**config.mk**
```make
export PLATFORM = sky130hd
export DESIGN_NAME = mtc_top
export DESIGN_NICKNAME = d
export VERILOG_FILES = /design/src/common/mtc_pkg.sv /design/src/design/mtc_top.sv
export SDC_FILE = /design/constraint.sdc
export NUM_CORES = 1
export LEC_CHECK = 0
export ABC_AREA = 1
export BUFFER_PORTS_ARGS = -buffer_cell sky130_fd_sc_hd__buf_2
export CAP_MARGIN = 15
export CORE_UTILIZATION = 50
export CTS_CLUSTER_DIAMETER = 40
export CTS_CLUSTER_SIZE = 10
export DETAILED_ROUTE_END_ITERATION = 10
export PLACE_DENSITY = 0.74
export SLEW_MARGIN = 20
export SYNTH_ARGS = -nofsm -noshare
export SYNTH_HDL_FRONTEND = slang
export SYNTH_SLANG_ARGS = --single-unit
```
**constraint.sdc**
```tcl
create_clock -name pclk -period 1.7 [get_ports pclk]
set_input_delay 0.34 -clock pclk [delete_from_list [all_inputs] [get_ports pclk]]
set_output_delay 0.34 -clock pclk [all_outputs]
set_load 0.005 [all_outputs]
```
**src/common/mtc_pkg.sv**
```systemverilog
package mtc_pkg;
	// register byte addresses on the apb bus
	localparam logic [7:0] ADDR_XLATE_CTRL = 8'h00;
	localparam logic [7:0] ADDR_DATA_WINDOW0 = 8'h04;
	localparam logic [7:0] ADDR_DATA_WINDOW1 = 8'h08;
	localparam logic [7:0] ADDR_INSTR_WINDOW0 = 8'h0c;
	localparam logic [7:0] ADDR_INSTR_WINDOW1 = 8'h10;
	localparam logic [7:0] ADDR_PROBE_STATUS = 8'h14;
	// translation control fields
	localparam int CTRL_ENABLE_BIT = 15;
	localparam int CTRL_PAGE_BIT = 14;
	localparam logic [15:0] CTRL_IMPL_MASK = 16'hc000;
	localparam logic RESET_CTRL_ENABLE = 1'b0;
	// window fields
	localparam logic [31:0] WINDOW_IMPL_MASK = 32'hffffe364;
	localparam int WIN_BASE_HI = 31;
	localparam int WIN_MASK_HI = 23;
	localparam int WIN_ENABLE_BIT = 15;
	localparam int WIN_PRIV_HI = 14;
	localparam int WIN_UATTR_HI = 9;
	localparam int WIN_CMODE_HI = 6;
	localparam int WIN_WPROT_BIT = 2;
	localparam logic [31:0] RESET_WINDOW = 32'h00000000;
	// probe status fields
	localparam int STAT_BUS_ERR_BIT = 11;
	localparam int STAT_HIT_BIT = 1;
	localparam int STAT_RES_BIT = 0;
	localparam logic [31:0] STAT_IMPL_MASK = 32'hfffffff7;
	localparam logic [31:0] RESET_STATUS = 32'h00000000;
	// cache modes
	typedef enum logic [1:0] {
		MTC_CM_WTHRU = 2'b00,
		MTC_CM_COPYBACK = 2'b01,
		MTC_CM_NC_SERIAL = 2'b10,
		MTC_CM_NC = 2'b11
	} mtc_cmode_t;
	// one access from the integer unit
	typedef struct packed {
		logic [31:0] laddr;
		logic priv;
		logic is_instr;
		logic is_write;
		logic ext_bus;
	} mtc_access_t;
	// attributes handed to the cache and bus logic
	typedef struct packed {
		logic [31:0] paddr;
		logic [1:0] cmode;
		logic wprot_abort;
		logic window_hit;
		logic xlate_used;
		logic uattr_lo;
		logic uattr_hi;
	} mtc_attr_t;
	// result of one table search for the probe instruction
	typedef struct packed {
		logic bus_err;
		logic valid;
		logic [19:0] frame;
		logic global_bit;
		logic [1:0] uattr;
		logic superv;
		logic [1:0] cmode;
		logic modified;
		logic any_wprot;
	} mtc_walk_t;
endpackage

```
**src/design/mtc_top.sv**
```systemverilog
// The address map and the APB slave port were chosen for this implementation.
`timescale 1ns/1ps
`default_nettype none
// Notes on behaviour
// - control bit 15 enables paging, reset clears
// - paging off passes logical address unchanged
// - off and no hit: write-through, unprotected, zero attrs
// - purge works in any enable state
// - bit 14 selects 4k or 8k pages
// - control low bits read zero, word access
// - window unimplemented bits read zero
// - windows ignore paging enable and kill pin
// - base bits 31:24 compared with address
// - mask bits drop base bits from compare
// - window bit 15 enables the window
// - privilege field: user, supervisor or either
// - window user bits drive attribute outputs on external bus accesses
// - cache mode field selects access treatment
// - write protect aborts writes, permits reads
// - probe loads frame address into top bits
// - search transfer error sets only bit 11
// - descriptor indications copied into probe status
// - any level write protect sets status bit
// - probe window hit sets bits 1 and 0
// - resident on window hit or valid page
module mtc_top (
	// apb slave
	input wire logic pclk,
	input wire logic presetn,
	input wire logic psel,
	input wire logic penable,
	input wire logic pwrite,
	input wire logic [7:0] paddr,
	input wire logic [31:0] pwdata,
	output logic [31:0] prdata,
	output logic pready,
	output logic pslverr,
	// access from the integer unit, same clock
	input wire mtc_pkg::mtc_access_t acc,
	input wire logic [19:0] xlate_frame,
	input wire logic [1:0] xlate_cmode,
	input wire logic xlate_wprot,
	// external translation disable pin
	input wire logic xlate_kill_pin,
	// probe instruction and search result
	input wire logic probe_instr,
	input wire mtc_pkg::mtc_walk_t probe_walk,
	input wire logic xlate_purge_instr,
	// results to cache and bus logic
	output mtc_pkg::mtc_attr_t attr,
	output logic user_attr_out_lo,
	output logic user_attr_out_hi,
	output logic xlate_purge_go,
	output logic xlate_on,
	output logic page_8k
);
	logic [15:0] xlate_ctrl;
	logic ctrl_en;
	logic ctrl_pg;
	logic [31:0] win [4];
	logic [31:0] probe_status;
	logic [2:0] kill_sync;
	logic kill_q;
	logic [3:0] hit_vec;
	logic [3:0] probe_hit_vec;
	logic [31:0] next_status;
	mtc_pkg::mtc_attr_t next_attr;
	logic [1:0] hit_idx;
	logic any_hit;
	logic acc_q;
	logic wr_en;
	logic rd_en;

	// one match test, shared by the access path and the probe path
	function automatic logic win_match(input logic [31:0] w, input logic [31:0] la,
			input logic pr);
		logic [7:0] care;
		logic base_ok;
		logic priv_ok;
		care = ~w[mtc_pkg::WIN_MASK_HI -: 8];
		base_ok = ((w[mtc_pkg::WIN_BASE_HI -: 8] ^ la[31:24]) & care) == 8'h00;
		priv_ok = w[mtc_pkg::WIN_PRIV_HI] | (w[mtc_pkg::WIN_PRIV_HI - 1] == pr);
		win_match = w[mtc_pkg::WIN_ENABLE_BIT] & base_ok & priv_ok;
	endfunction

	// register decode used by both read and write paths
	function automatic logic [2:0] reg_index(input logic [7:0] a);
		case (a)
			mtc_pkg::ADDR_XLATE_CTRL: reg_index = 3'h0;
			mtc_pkg::ADDR_DATA_WINDOW0: reg_index = 3'h1;
			mtc_pkg::ADDR_DATA_WINDOW1: reg_index = 3'h2;
			mtc_pkg::ADDR_INSTR_WINDOW0: reg_index = 3'h3;
			mtc_pkg::ADDR_INSTR_WINDOW1: reg_index = 3'h4;
			mtc_pkg::ADDR_PROBE_STATUS: reg_index = 3'h5;
			default: reg_index = 3'h7;
		endcase
	endfunction

	// apb answers with one wait state, because pready is registered
	assign wr_en = psel & penable & pwrite & ~pready;
	assign rd_en = psel & penable & ~pwrite & ~pready;

	// kill pin resynchroniser; only stages two and three are looked at
	always_ff @(posedge pclk or negedge presetn) begin
		if (!presetn) begin
			kill_sync <= 3'h0;
			kill_q <= 1'b0;
		end else begin
			kill_sync <= {kill_sync[1:0], xlate_kill_pin};
			if (kill_sync[1] == kill_sync[2]) begin
				kill_q <= kill_sync[2];
			end
		end
	end

	// translation enable; page bit kept in its own flop, outside reset
	always_ff @(posedge pclk or negedge presetn) begin
		if (!presetn) begin
			ctrl_en <= mtc_pkg::RESET_CTRL_ENABLE;
		end else if (wr_en && reg_index(paddr) == 3'h0) begin
			ctrl_en <= pwdata[mtc_pkg::CTRL_ENABLE_BIT];
		end
	end

	// page size has no reset: software must load it before use
	always_ff @(posedge pclk) begin
		if (wr_en && reg_index(paddr) == 3'h0) begin
			ctrl_pg <= pwdata[mtc_pkg::CTRL_PAGE_BIT];
		end
	end

	// only the two control bits exist; one driver for the whole word
	assign xlate_ctrl = {ctrl_en, ctrl_pg, 14'h0000} & mtc_pkg::CTRL_IMPL_MASK;

	// window registers; unimplemented bits never stored
	generate
		for (genvar i = 0; i < 4; i++) begin : g_win
			always_ff @(posedge pclk or negedge presetn) begin
				if (!presetn) begin
					win[i] <= mtc_pkg::RESET_WINDOW;
				end else if (wr_en && reg_index(paddr) == 3'(i + 1)) begin
					win[i] <= pwdata & mtc_pkg::WINDOW_IMPL_MASK;
				end
			end
			// accesses: data windows 0,1 only for data, instr windows 2,3 only for fetches; the probe path tests all four
			assign hit_vec[i] = win_match(win[i], acc.laddr, acc.priv) &
				((i >= 2) == acc.is_instr);
			assign probe_hit_vec[i] = win_match(win[i], acc.laddr, acc.priv);
		end
	endgenerate

	// lowest numbered hit wins when windows overlap
	always_comb begin
		hit_idx = 2'h0;
		any_hit = |hit_vec;
		for (int j = 3; j >= 0; j--) begin
			if (hit_vec[j]) begin
				hit_idx = 2'(j);
			end
		end
	end

	// attribute selection for one access
	always_comb begin
		next_attr = '0;
		next_attr.paddr = acc.laddr;
		next_attr.cmode = mtc_pkg::MTC_CM_WTHRU;
		if (any_hit) begin
			next_attr.window_hit = 1'b1;
			next_attr.cmode = win[hit_idx][mtc_pkg::WIN_CMODE_HI -: 2];
			next_attr.wprot_abort = win[hit_idx][mtc_pkg::WIN_WPROT_BIT] &
				acc.is_write;
			next_attr.uattr_hi = win[hit_idx][mtc_pkg::WIN_UATTR_HI] & acc.ext_bus;
			next_attr.uattr_lo = win[hit_idx][mtc_pkg::WIN_UATTR_HI - 1] & acc.ext_bus;
		end else if (xlate_ctrl[mtc_pkg::CTRL_ENABLE_BIT] && !kill_q) begin
			// paged path: frame supplied by the translation cache
			next_attr.xlate_used = 1'b1;
			next_attr.paddr = xlate_ctrl[mtc_pkg::CTRL_PAGE_BIT] ?
				{xlate_frame[19:1], acc.laddr[12:0]} : {xlate_frame, acc.laddr[11:0]};
			next_attr.cmode = xlate_cmode;
			next_attr.wprot_abort = xlate_wprot & acc.is_write;
		end
	end

	// registered outputs to the cache and bus logic
	always_ff @(posedge pclk or negedge presetn) begin
		if (!presetn) begin
			attr <= '0;
			user_attr_out_lo <= 1'b0;
			user_attr_out_hi <= 1'b0;
			xlate_on <= 1'b0;
			page_8k <= 1'b0;
			xlate_purge_go <= 1'b0;
		end else begin
			attr <= next_attr;
			user_attr_out_lo <= next_attr.uattr_lo;
			user_attr_out_hi <= next_attr.uattr_hi;
			xlate_on <= xlate_ctrl[mtc_pkg::CTRL_ENABLE_BIT] & ~kill_q;
			page_8k <= xlate_ctrl[mtc_pkg::CTRL_PAGE_BIT];
			xlate_purge_go <= xlate_purge_instr;
		end
	end

	// probe status content for one probe
	always_comb begin
		next_status = '0;
		if (|probe_hit_vec) begin
			next_status[mtc_pkg::STAT_HIT_BIT] = 1'b1;
			next_status[mtc_pkg::STAT_RES_BIT] = 1'b1;
		end else if (probe_walk.bus_err) begin
			next_status[mtc_pkg::STAT_BUS_ERR_BIT] = 1'b1;
		end else begin
			next_status[31:12] = probe_walk.frame;
			next_status[10] = probe_walk.global_bit;
			next_status[9:8] = probe_walk.uattr;
			next_status[7] = probe_walk.superv;
			next_status[6:5] = probe_walk.cmode;
			next_status[4] = probe_walk.modified;
			next_status[2] = probe_walk.any_wprot;
			next_status[mtc_pkg::STAT_RES_BIT] = probe_walk.valid;
		end
	end

	// probe result beats a software write in the same cycle
	always_ff @(posedge pclk or negedge presetn) begin
		if (!presetn) begin
			probe_status <= mtc_pkg::RESET_STATUS;
		end else if (probe_instr) begin
			probe_status <= next_status;
		end else if (wr_en && reg_index(paddr) == 3'h5) begin
			probe_status <= pwdata & mtc_pkg::STAT_IMPL_MASK;
		end
	end

	// apb handshake and read data
	always_ff @(posedge pclk or negedge presetn) begin
		if (!presetn) begin
			pready <= 1'b0;
			pslverr <= 1'b0;
			prdata <= 32'h00000000;
		end else begin
			pready <= psel & penable & ~pready;
			pslverr <= psel & penable & ~pready & (reg_index(paddr) == 3'h7);
			if (rd_en) begin
				case (reg_index(paddr))
					3'h0: prdata <= {16'h0000, xlate_ctrl};
					3'h1: prdata <= win[0];
					3'h2: prdata <= win[1];
					3'h3: prdata <= win[2];
					3'h4: prdata <= win[3];
					3'h5: prdata <= probe_status;
					default: prdata <= 32'h00000000;
				endcase
			end
		end
	end

	// reset and translation enable
	enable_reset_a: assert property (@(posedge pclk) $rose(presetn) |->
		!xlate_ctrl[mtc_pkg::CTRL_ENABLE_BIT]) else $error("enable not cleared by reset");
	reset_quiet_a: assert property (@(posedge pclk) !presetn |->
		(attr == '0 && !xlate_on && !pready && !xlate_purge_go))
		else $error("outputs not quiet in reset");
	enable_write_a: assert property (@(posedge pclk) disable iff (!presetn)
		(wr_en && reg_index(paddr) == 3'h0) |=>
		xlate_ctrl[mtc_pkg::CTRL_ENABLE_BIT] == $past(pwdata[mtc_pkg::CTRL_ENABLE_BIT]))
		else $error("enable write lost");
	xlate_on_a: assert property (@(posedge pclk) disable iff (!presetn)
		(xlate_ctrl[mtc_pkg::CTRL_ENABLE_BIT] && !kill_q) |=> xlate_on)
		else $error("translation on not shown");

	// pass-through and default attributes while paging is off
	pass_thru_a: assert property (@(posedge pclk) disable iff (!presetn)
		(!xlate_ctrl[mtc_pkg::CTRL_ENABLE_BIT] && !xlate_on) |=> attr.paddr == $past(acc.laddr))
		else $error("address not passed through");
	kill_thru_a: assert property (@(posedge pclk) disable iff (!presetn)
		kill_q |=> attr.paddr == $past(acc.laddr))
		else $error("kill pin did not stop translation");
	default_attr_a: assert property (@(posedge pclk) disable iff (!presetn)
		(!next_attr.xlate_used && !any_hit) |=> (attr.cmode == 2'b00 && !attr.wprot_abort &&
		!user_attr_out_lo && !user_attr_out_hi)) else $error("default attributes wrong");

	// page size picks how many offset bits bypass the frame
	page_8k_a: assert property (@(posedge pclk) disable iff (!presetn)
		(next_attr.xlate_used && xlate_ctrl[mtc_pkg::CTRL_PAGE_BIT]) |=>
		attr.paddr == {$past(xlate_frame[19:1]), $past(acc.laddr[12:0])})
		else $error("8k page address wrong");
	page_4k_a: assert property (@(posedge pclk) disable iff (!presetn)
		(next_attr.xlate_used && !xlate_ctrl[mtc_pkg::CTRL_PAGE_BIT]) |=>
		attr.paddr == {$past(xlate_frame), $past(acc.laddr[11:0])})
		else $error("4k page address wrong");

	// register read-back of unimplemented bits
	ctrl_low_a: assert property (@(posedge pclk) disable iff (!presetn)
		(pready && !pwrite && reg_index(paddr) == 3'h0) |-> prdata[13:0] == 14'h0000)
		else $error("control low bits not zero");
	win_zero_a: assert property (@(posedge pclk) disable iff (!presetn)
		((win[0] | win[1] | win[2] | win[3]) & ~mtc_pkg::WINDOW_IMPL_MASK) == 32'h0)
		else $error("window reserved set");

	// window match terms, shown on window zero and on the type split
	win_kill_a: assert property (@(posedge pclk) disable iff (!presetn)
		(kill_q && |hit_vec) |=> (attr.window_hit && !attr.xlate_used))
		else $error("window blocked by kill pin");
	base_cmp_a: assert property (@(posedge pclk) disable iff (!presetn)
		hit_vec[0] |-> (((win[0][mtc_pkg::WIN_BASE_HI -: 8] ^ acc.laddr[31:24]) &
		~win[0][mtc_pkg::WIN_MASK_HI -: 8]) == 8'h00))
		else $error("hit on unmasked base miss");
	win_off_a: assert property (@(posedge pclk) disable iff (!presetn)
		!win[0][mtc_pkg::WIN_ENABLE_BIT] |-> !hit_vec[0])
		else $error("disabled window hit");
	priv_user_a: assert property (@(posedge pclk) disable iff (!presetn)
		(hit_vec[0] && win[0][mtc_pkg::WIN_PRIV_HI -: 2] == 2'b00) |-> !acc.priv)
		else $error("user window hit by supervisor");
	priv_super_a: assert property (@(posedge pclk) disable iff (!presetn)
		(hit_vec[0] && win[0][mtc_pkg::WIN_PRIV_HI -: 2] == 2'b01) |-> acc.priv)
		else $error("supervisor window hit by user");
	data_only_a: assert property (@(posedge pclk) disable iff (!presetn)
		acc.is_instr |-> !(hit_vec[0] || hit_vec[1]))
		else $error("data window hit by fetch");
	instr_only_a: assert property (@(posedge pclk) disable iff (!presetn)
		!acc.is_instr |-> !(hit_vec[2] || hit_vec[3]))
		else $error("fetch window hit by data");

	// attributes of a window hit
	cmode_sel_a: assert property (@(posedge pclk) disable iff (!presetn)
		any_hit |=> attr.cmode == $past(win[hit_idx][mtc_pkg::WIN_CMODE_HI -: 2]))
		else $error("window cache mode not used");
	wprot_write_a: assert property (@(posedge pclk) disable iff (!presetn)
		(any_hit && acc.is_write && win[hit_idx][mtc_pkg::WIN_WPROT_BIT]) |=> attr.wprot_abort)
		else $error("protected write not aborted");
	wprot_read_a: assert property (@(posedge pclk) disable iff (!presetn)
		(any_hit && !acc.is_write) |=> !attr.wprot_abort)
		else $error("read aborted");
	uattr_echo_a: assert property (@(posedge pclk) disable iff (!presetn)
		(any_hit && acc.ext_bus) |=>
		user_attr_out_hi == $past(win[hit_idx][mtc_pkg::WIN_UATTR_HI]))
		else $error("user attribute not echoed");
	uattr_lo_a: assert property (@(posedge pclk) disable iff (!presetn)
		(any_hit && acc.ext_bus) |=>
		user_attr_out_lo == $past(win[hit_idx][mtc_pkg::WIN_UATTR_HI - 1]))
		else $error("low user attribute not echoed");
	uattr_quiet_a: assert property (@(posedge pclk) disable iff (!presetn)
		!(any_hit && acc.ext_bus) |=> (!user_attr_out_lo && !user_attr_out_hi))
		else $error("user attribute without window bus access");

	// probe status loads
	probe_hit_a: assert property (@(posedge pclk) disable iff (!presetn)
		(probe_instr && |probe_hit_vec) |=> probe_status == 32'h00000003)
		else $error("probe window hit status wrong");
	probe_berr_a: assert property (@(posedge pclk) disable iff (!presetn)
		(probe_instr && !(|probe_hit_vec) && probe_walk.bus_err) |=> probe_status == 32'h00000800)
		else $error("probe bus error status wrong");
	probe_frame_a: assert property (@(posedge pclk) disable iff (!presetn)
		(probe_instr && !(|probe_hit_vec) && !probe_walk.bus_err) |=>
		(probe_status[31:12] == $past(probe_walk.frame) &&
		probe_status[mtc_pkg::STAT_RES_BIT] == $past(probe_walk.valid)))
		else $error("probe frame or resident wrong");
	probe_copy_a: assert property (@(posedge pclk) disable iff (!presetn)
		(probe_instr && !(|probe_hit_vec) && !probe_walk.bus_err) |=>
		probe_status[10:2] == {$past(probe_walk.global_bit), $past(probe_walk.uattr),
		$past(probe_walk.superv), $past(probe_walk.cmode), $past(probe_walk.modified), 1'b0,
		$past(probe_walk.any_wprot)})
		else $error("probe descriptor copy wrong");

	// purge echo and apb handshake shape
	purge_a: assert property (@(posedge pclk) disable iff (!presetn)
		xlate_purge_instr |=> xlate_purge_go)
		else $error("purge dropped");
	purge_idle_a: assert property (@(posedge pclk) disable iff (!presetn)
		!xlate_purge_instr |=> !xlate_purge_go)
		else $error("purge without request");
	ready_pulse_a: assert property (@(posedge pclk) disable iff (!presetn)
		pready |=> !pready)
		else $error("pready held past one cycle");
	slverr_ready_a: assert property (@(posedge pclk) disable iff (!presetn)
		pslverr |-> pready)
		else $error("error without ready");
endmodule
`default_nettype wire

```
* Yosys cells after proc, flatten, opt, wreduce, memory -nomap -nowiden
Index checks and enable logic that the tools add are counted.
Word-level totals: bits in read-only memories 0, logic and storage cells 137, output and inout port bits 78, input bits 137, bits in registers 210, memories kept 0, bits in latches 0, memory bits (writable) 0
Operators by class: eq/ne operators 21, shift-type cells 0, mux-type cells 30, reductions and logical operators 18, divide/modulo/power cells 0, bitwise gates (word level) 45, $lt $le $gt $ge 1, add/subtract/negate cells 0, multipliers 0
Operators by type and width (count):
- $pmux 32 s6 | 1
- $mux 32 | 3
- $bmux 32 s2 | 1
- $logic_not 8->1 | 5
- $mux 35 | 1
- $and 8x8->8 | 4
- $not 8->8 | 4
- $xor 8x8->8 | 4
- $mux 28 | 1
- $and 1x1->1 | 24
- $mux 10 | 2
- $mux 20 | 1
- $pmux 3 s6 | 1
- $eq 8x4->1 const B | 2
- $eq 8x5->1 const B | 2
- $eq 3x3->1 const B | 5
- $mux 13 | 1
- $eq 3x2->1 const B | 4
- $mux 2 | 5
- $mux 1 | 9
- $mux 3 | 3
- $eq 8x3->1 const B | 1
- $reduce_or 4->1 | 2
- $logic_and 1x1->1 | 7
- other kinds (10) | 22

* Depth between registers and ports, before layout
Gate-level depths: netlist of the first run.
word-level depth 16, mapped depth 17, gate-level depth less buffers 16

* Worst setup path after synthesis of the first run
OpenSTA, ideal clock, no wires.
path type input port to flip-flop, from input paddr[5], to register probe_status[10], path slack -0.560 ns, path buffers 2, required time 1.577 ns, library setup time 0.123 ns, cell stages on the path 16, arrival 2.137 ns, path through nor2_1 nand2_2 inv_2 nand2_2 nor2_8 inv_4 ha_1 a21boi_2 nor2_4 nand3_4 inv_4 nand2_4 buf_6 buf_6 o21ai_1 a21oi_1
On the way: word-level cells in the longest chain between the ends 6, elaborated cells on any way between the ends 11, those cells by class eq/ne: 6; mux: 2; reduce/logical: 3
Ends and longest elaborated chain:
- start: declaration | line mtc_top.sv:33 | input wire logic [7:0] paddr,
- $eq 8x5->1, or another cell as far along | line mtc_top.sv:88 | case (a)
- $pmux 3 s6 (*) | line mtc_top.sv:88
- $mux 3 (*) | line mtc_top.sv:228 | end else if (probe_instr) begin
- $eq 3x3->1 (*) | line mtc_top.sv:230 | end else if (wr_en && reg_index(paddr) == 3'h5) begin
- $logic_and 1x1->1 (*) | line mtc_top.sv:230
- $reduce_bool 2->1 (no source line) (*)
- end signal: assignment | line mtc_top.sv:227 | probe_status <= mtc_pkg::RESET_STATUS;
- end signal: assignment | line mtc_top.sv:229 | probe_status <= next_status;
- end signal: assignment | line mtc_top.sv:231 | probe_status <= pwdata & mtc_pkg::STAT_IMPL_MASK;
- end: declaration | line mtc_top.sv:61 | logic [31:0] probe_status;
Every way passes the cells marked *; elsewhere a longest branch is shown, timed or not. The select of a mux whose other input is x is not followed. A chain may end at the register's enable or synchronous reset.

* Worst setup path in the final report of the first run
from register win[93] (netlist name), to register probe_status[31]
On the way: word-level cells in the longest chain between the ends 8
Ends and longest elaborated chain:
- start: declaration | line mtc_top.sv:60 | logic [31:0] win [4];
- start signal: indexed assignment | line mtc_top.sv:140 | win[i] <= mtc_pkg::RESET_WINDOW;
- start signal: indexed assignment | line mtc_top.sv:142 | win[i] <= pwdata & mtc_pkg::WINDOW_IMPL_MASK;
- $xor 8x8->8 | line mtc_top.sv:81 | base_ok = ((w[mtc_pkg::WIN_BASE_HI -: 8] ^ la[31:24]) & care) == 8'h00;
- $and 8x8->8 | line mtc_top.sv:81
- $logic_not 8->1 | line mtc_top.sv:81
- $and 1x1->1 (2 in series) | line mtc_top.sv:83 | win_match = w[mtc_pkg::WIN_ENABLE_BIT] & base_ok & priv_ok;
- $reduce_or 4->1 | line mtc_top.sv:207 | if (|probe_hit_vec) begin
- $mux 28 | line mtc_top.sv:207
- $mux 32 | line mtc_top.sv:228
Every way passes these cells.

==> results.sh, run 1 <==
export IMPL_outcome="finished with violations"
export IMPL_violations="hold timing, setup timing"
export IMPL_post_route_util_pct=79.2
export IMPL_timing_fmax_mhz=487
export IMPL_synth_ff_type="dfrtp_1"
export IMPL_synth_seq_cells=208
export IMPL_power_density_nw_per_um2=817
export IMPL_synth_edf_count=1
export IMPL_ir_worst_vdd_mv=0.779
export IMPL_grt_antenna_before_repair=1
export IMPL_die_x_um=143
export IMPL_ys_async_sr_fraction_pct=99.5
export IMPL_arrival_ps=2540
export IMPL_initial_core_util_pct=51.2
export IMPL_synth_seq_area_share_pct=52.1
export IMPL_critPathMaxFanout=7
export IMPL_yosysWarnings=0
export IMPL_switching_share_pct=24.0
export IMPL_hold_viol=1
export IMPL_p_int_mw=9.61
export IMPL_clock_skew_ps=21.7
export IMPL_drive_gt1_share_pct=43.0
export IMPL_fp_dieH_um=143
export IMPL_fp_row_count=51
export IMPL_vias=11000
export IMPL_fin_crit_ps=2050
export IMPL_ys_types=42
export IMPL_dr_max_layer_used="met4"
export IMPL_worst_setup_path_start_kind="flop"
export IMPL_synthTopCellsByCount="405 x nand2_1, 207 x dfrtp_1, 112 x inv_1, 89 x nand3_1, 87 x o21ai_0"
export IMPL_h_tree_depth=1
export IMPL_drtIter0Drc=1360
export IMPL_cts_tree="done"
export IMPL_wirelength_um=39500
export IMPL_multiInputGateArea_sq_um=5070
export IMPL_grt_pass1_wl_um=51600
export IMPL_grt_max_degree=49
export IMPL_power_frac_comb_pct=9.0
export IMPL_port_buffers=212
export IMPL_drc_errors=0
export IMPL_cp_cell_sequence="a21oi_1, o21ai_0, nand2_1, nand3b_1, nand2_4, buf_6, nor2_4, buf_4, buf_12, nand3_2, a21oi_2"
export IMPL_grt_pass1_vias=9876
export IMPL_cts_buffers=30
export IMPL_p_switching_mw=3.03
export IMPL_synth_fa_ha_area_share_pct=0.225
export IMPL_yosys_top_cells_area="dfrtp_1 52%, nand2_1 15%, nand3_1 4.5%, o21ai_0 4.4%, inv_1 4.2%"
export IMPL_seqPwrFrac_pct=41.3
export IMPL_crit_path_max_incr_delay_ps=400
export IMPL_fillCellCount=1158
export IMPL_syn2layout_area_growth_pct=54.7
export IMPL_max_cap_violations=0
export IMPL_p_clk_share_pct=49.7
export IMPL_synthMuxAreaShare_pct=0
export IMPL_cts_sink_count=208
export IMPL_place_congestion=0.896
export IMPL_fp_coreArea_sq_um=19500
export IMPL_holdWs_ps=-1.54
export IMPL_ff2ff_setup_slack_ps=-350
export IMPL_viasPerCell=5.70
export IMPL_synth_most_common_cell="nand2_1"
export IMPL_grt_overflow_total=0
export IMPL_cts_root_buffer="clkbuf_16"
export IMPL_synth_top_family_by_area="simple AND/OR/NAND/NOR gates"
export IMPL_finalSetupViolations=96
export IMPL_dieArea_sq_um=20600
export IMPL_wl_met2_um=18600
export IMPL_worstSetupPathType="reg2reg"
export IMPL_hold_depth=3
export IMPL_post_drt_wl_per_cell_um=20.4
export IMPL_critPathRequiredTime_ps=2180
export IMPL_p_leak_nw=7.83
export IMPL_track_usage_pct=33.0
export IMPL_synth_simple_gate_area_share_pct=27.0
export IMPL_place_ws_ps=-586
export IMPL_worst_slack_ps=-354
export IMPL_dr_pass1_iters=8
export IMPL_syn_area_per_cell_sq_um=8.02
export IMPL_synth_xor_area_share_pct=0
export IMPL_end_kind="flop"
export IMPL_synthesis_area_sq_um=10000
export IMPL_dpl_hpwl_um=22500
export IMPL_rsz0062_at_grt="true"
export IMPL_clk_pin_slew_ps=60
export IMPL_regArea_sq_um=5210
export IMPL_clockBufferDepth=3
export IMPL_ant_nets=0
export IMPL_hold_path_class="in2reg"
export IMPL_period_share_pct=121
export IMPL_drv_slew=0
export IMPL_synth_largest_area_cell="dfrtp_1"
export IMPL_io_pins=215
export IMPL_synth_compound_area_share_pct=12.7
export IMPL_worst_skew_pair_late_latency_ps=560
export IMPL_crit_path_top_delay_cell="dfrtp_1"
export IMPL_synth_top_cell_area_share_pct=51.8
export IMPL_r2r_cells=11
export IMPL_wirelength_met1_um=14500
export IMPL_synthCells=1246
export IMPL_fin_setup_tns_ps=-15420
export IMPL_synth_nets=1384
export IMPL_met3WireLength_um=4500
export IMPL_fin_nets=1790
## path summary, 6_finish.rpt
check | start | endpoint
hold reg to reg | kill_sync[0] | kill_sync[1]
max in group asynchronous | presetn | win[46]
hold / removal | xlate_frame[9] | attr[28]
setup / recovery | win[93] | probe_status[31]
min in group asynchronous | presetn | attr[35]
setup reg to reg | win[93] | probe_status[31]
## per-stage QoR
stage | area (sq um) | power [mW] | cells
after floorplan | 10100 | 5.61 | 1246
after global placement | 12500 | 6.20 | 1822
after detailed placement | 12500 | 6.22 | 1822
after CTS | 14200 | 12.5 | 1901
after global routing | 15500 | 13.0 | 1933
final | 15500 | 12.6 | 1933
## final cells by class
class / count / area share [%]
multi-input combinational: 861 / 32.8
timing repair buffer: 429 / 21.9
tap: 265 / 2.14
inverter: 122 / 3.07
clock inverter: 14 / 1.36
clock buffer: 33 / 5.06
antenna: 1 / 0.0162
sequential: 208 / 33.7
## timing repair
action / in CTS / in global routing
endpoints found under the hold margin: 59 / 0
setup endpoints to repair: 57 / 119
setup buffers: 10 / 19
gates resized for setup: 99 / 220
cloned: 4 / 16
hold buffers: 19 / 0
pin swaps: 38 / 83
## cells by family after synthesis
kind of cell	Yosys count
compound gates	233
fa+ha+maj	2
buf+inv	179
flops	208
other cells	1
simple gates	623
## critical path: cells and delay by family, from the launching register on
family / cells / cell delay [ps]
AO/OA/AOI/OAI: 3 / 460
buffers and inverters: 3 / 430
AND/OR/NAND/NOR: 5 / 690
flip-flops: 1 / 400
## sequential cells by signal, indices dropped and copies added (netlist names), 3 cells and up
signal,count
attr,37
win,96
prdata,31
kill_sync,3
probe_status,31
## power by group through the flow
stage                     Combinational [mW]  Sequential (mW)  Clock, mW
after global routing                    1.24             5.23       6.52
after CTS                               1.02             5.21       6.24
after detailed placement               0.932             5.29          0
after global placement                 0.914             5.29          0
after floorplan                        0.340             5.27          0
final                                   1.14             5.22       6.28
## per-layer routing
| metal | vias up | GRT usage (%) |
|---|---|---|
| met4 | 0 | 11.6 |
| met1 | 5253 | 44.1 |
| met3 | 176 | 5.76 |
| li1 | 4804 | - |
| met5 | - | 0 |
| met2 | 792 | 54.0 |
## cell usage in the layout, fill, tap and decap left out, types with 2 or more instances in the layout
cell type      count
nand2_2           55
clkinv_2           4
clkinvlp_4         3
a22oi_2            4
nand2_8            5
buf_6             23
nor2_1            63
nand2_1          330
nand3_1           38
nor2_2            10
a31oi_1            2
inv_2              9
nor2_4            14
o21ai_1           66
buf_2            209
nand3_4           11
inv_4              3
o22ai_1            3
o21ai_0           60
buf_12            24
buf_8              5
inv_6              3
dlygate4sd3_1     19
a21oi_2           27
dfrtp_1          207
inv_1            108
a22oi_1            4
buf_4            136
a21oi_4            4
nand3b_1          14
nand4_1            5
or2_0              2
nand3_2           45
nand2_4           28
a21oi_1           19
o21ai_2           39
bufinv_16          5
clkbuf_16         43
clkbuf_1           2
Power figures use the tool's default switching activity.
==> inputs of run 2 (changes only) <==
--- a/config.mk
+++ b/config.mk
@@ -12,6 +12,7 @@
 export CTS_CLUSTER_DIAMETER = 40
 export CTS_CLUSTER_SIZE = 10
 export DETAILED_ROUTE_END_ITERATION = 10
+export GPL_TIMING_DRIVEN = 0
 export PLACE_DENSITY = 0.74
 export SLEW_MARGIN = 20
 export SYNTH_ARGS = -nofsm -noshare
==> constraint.sdc (replaced) <==
create_clock -name pclk -period 1.7 [get_ports pclk]
set_input_delay 0.085 -clock pclk [delete_from_list [all_inputs] [get_ports pclk]]
set_output_delay 0.085 -clock pclk [all_outputs]
set_load 0.005 [all_outputs]
==> run 2 against run 1 <==
Net effect:
- the flow finishes with violations (setup timing)
- design area grew 0.32%
- die area is the same
- total power grew 16%
- global-route usage grew 4.8 points
- non-clock buffer count grew 18
- largest cell class unchanged
- highest routed layer is now met5
==> results.sh, run 2 (synthesis results as in run 1) <==
export IMPL_track_usage_pct=37.8
export IMPL_dpl_hpwl_um=23400
export IMPL_clockBufferDepth=3
export IMPL_violations="setup timing"
export IMPL_timing_fmax_mhz=502
export IMPL_hold_path_end="attr[32]"
export IMPL_top_regs="win x96, attr x37"
export IMPL_fin_area_sq_um=15500
export IMPL_power_density_nw_per_um2=949
export IMPL_regArea_sq_um=5210
export IMPL_grt_max_degree=88
export IMPL_grt_overflow_total=0
export IMPL_io_pins=215
export IMPL_die_x_um=143
export IMPL_critPathMaxFanout=10
export IMPL_cts_buffers=37
export IMPL_hold_start="acc[29]"
export IMPL_ir_worst_vdd_mv=0.738
export IMPL_multiInputGateArea_sq_um=4770
export IMPL_met3WireLength_um=4140
export IMPL_place_ws_ps=-741
export IMPL_viasPerCell=5.60
export IMPL_r2r_cells=12
export IMPL_finalSetupViolations=56
export IMPL_hold_viol=0
export IMPL_grt_pass1_wl_um=57300
export IMPL_wirelength_met1_um=15000
export IMPL_fin_crit_ps=1990
export IMPL_p_leak_nw=7.57
export IMPL_wirelength_um=40100
export IMPL_largest_reg_flops=96
export IMPL_outcome="finished with violations"
export IMPL_hold_depth=3
export IMPL_critPathRequiredTime_ps=2150
export IMPL_cts_root_buffer="clkbuf_16"
export IMPL_layout_common_cells="367 x nand2_1, 215 x buf_2, 207 x dfrtp_1"
export IMPL_period_share_pct=117
export IMPL_max_cap_violations=0
export IMPL_cts_tree="done"
export IMPL_ff2ff_setup_slack_ps=-290
export IMPL_dr_max_layer_used="met5"
export IMPL_slew_headroom_pct=36.1
export IMPL_regToRegStartpoint="win[31]"
export IMPL_regMostFlops="win"
export IMPL_hold_path_class="in2reg"
export IMPL_clk_pin_slew_ps=50
export IMPL_drv_slew=0
export IMPL_place_congestion=0.917
export IMPL_end_kind="flop"
export IMPL_initial_core_util_pct=51.2
export IMPL_syn2layout_area_growth_pct=55.2
export IMPL_post_drt_wl_per_cell_um=20.3
export IMPL_drc_errors=0
export IMPL_fillCellCount=1239
export IMPL_drtIter0Drc=1159
export IMPL_worstSetupPathType="reg2reg"
export IMPL_clock_skew_ps=21.7
export IMPL_ant_nets=0
export IMPL_worst_setup_path_start_kind="flop"
export IMPL_drive_gt1_share_pct=33.9
export IMPL_cts_sink_count=208
export IMPL_grt_pass1_vias=10500
export IMPL_rsz0062_at_grt="true"
export IMPL_wl_met2_um=18900
export IMPL_layout_commonest_cell="nand2_1"
export IMPL_place_area_sq_um=11500
export IMPL_dp_cells=1724
export IMPL_dr_pass1_iters=6
export IMPL_holdWs_ps=20.6
export IMPL_grt_antenna_before_repair=1
export IMPL_fp_row_count=51
export IMPL_arrival_ps=2440
export IMPL_worst_skew_pair_late_latency_ps=510
export IMPL_fin_nets=1815
export IMPL_dieArea_sq_um=20600
export IMPL_stdcell_count=1970
export IMPL_fp_dieH_um=143
export IMPL_port_buffers=211
export IMPL_worst_pin_slew_ps=958
export IMPL_fp_coreArea_sq_um=19500
export IMPL_worst_slack_ps=-292
export IMPL_h_tree_depth=2
export IMPL_r2r_end="attr[20]"
export IMPL_vias=11000
## run 2: changes by cell type in the layout (fill, tap and decap cells not counted), moves of 16 or more
cell           change
o21ai_2           -21
nand2_1           +37
o21ai_0           +16
buf_12            -22
nand2_2           -19
buf_4             -87
dlygate4sd3_1    +101
## run 2: cell type report
class                   count  share of cell area (%)
diodes                      1                  0.0161
plain buffers              57                    3.21
multi-input cells         861                    30.7
flip-flops and latches    208                    33.6
well taps                 265                    2.14
inverters                 122                    3.05
clock inverters            26                    2.52
clock buffers              40                    6.38
repair buffers            390                    18.4
## run 2: stage by stage
stage | power, mW | TNS (ps) | utilization (%)
finish | 14.7 | -10240 | 79.5
global route | 15.1 | -14610 | 79.5
CTS | 14.5 | -2280 | 76.1
detailed placement | 6.10 | -95800 | 59.1
global placement | 6.06 | -702890 | 58.8
floorplan | 5.61 | -13400 | -
## run 2: routing by layer
| layer | GRT usage, % | vias up |
|---|---|---|
| li1 | - | 4864 |
| met4 | 19.2 | 2 |
| met1 | 47.3 | 5192 |
| met3 | 8.03 | 161 |
| met2 | 61.8 | 805 |
| met5 | 0 | - |
## run 2: repair_timing
action / in CTS / in global routing
cloned: 6 / 2
endpoints found under the setup margin: 181 / 160
endpoints found under the hold margin: 369 / 0
setup buffers: 24 / 27
hold buffers: 120 / 0
gates resized for setup: 128 / 121
pin swaps: 41 / 50
## run 2: worst max path at each step
stage | from | endpoint
floorplan | paddr[5] | probe_status[10]
global placement | presetn | attr[16]
detailed placement | paddr[5] | prdata[27]
CTS | win[13] | attr[20]
global route | win[31] | attr[20]
finish | win[31] | attr[20]
## run 2: critical path, cell delays in order (launching register included)
cell,delay [ps]
dfrtp_1,390
nor2_1,70
nor2_1,130
nand2_1,80
nand2_1,110
nand3b_1,170
nand2_4,140
nand2_8,140
nand2_8,80
nor2_4,240
buf_6,190
nand2_1,90
nand2_1,90
## run 2: where the power goes
group	internal, mW	total, mW	switching, mW
clock network	5.59	8.26	2.67
logic	0.555	1.24	0.687
registers	5.12	5.22	0.107
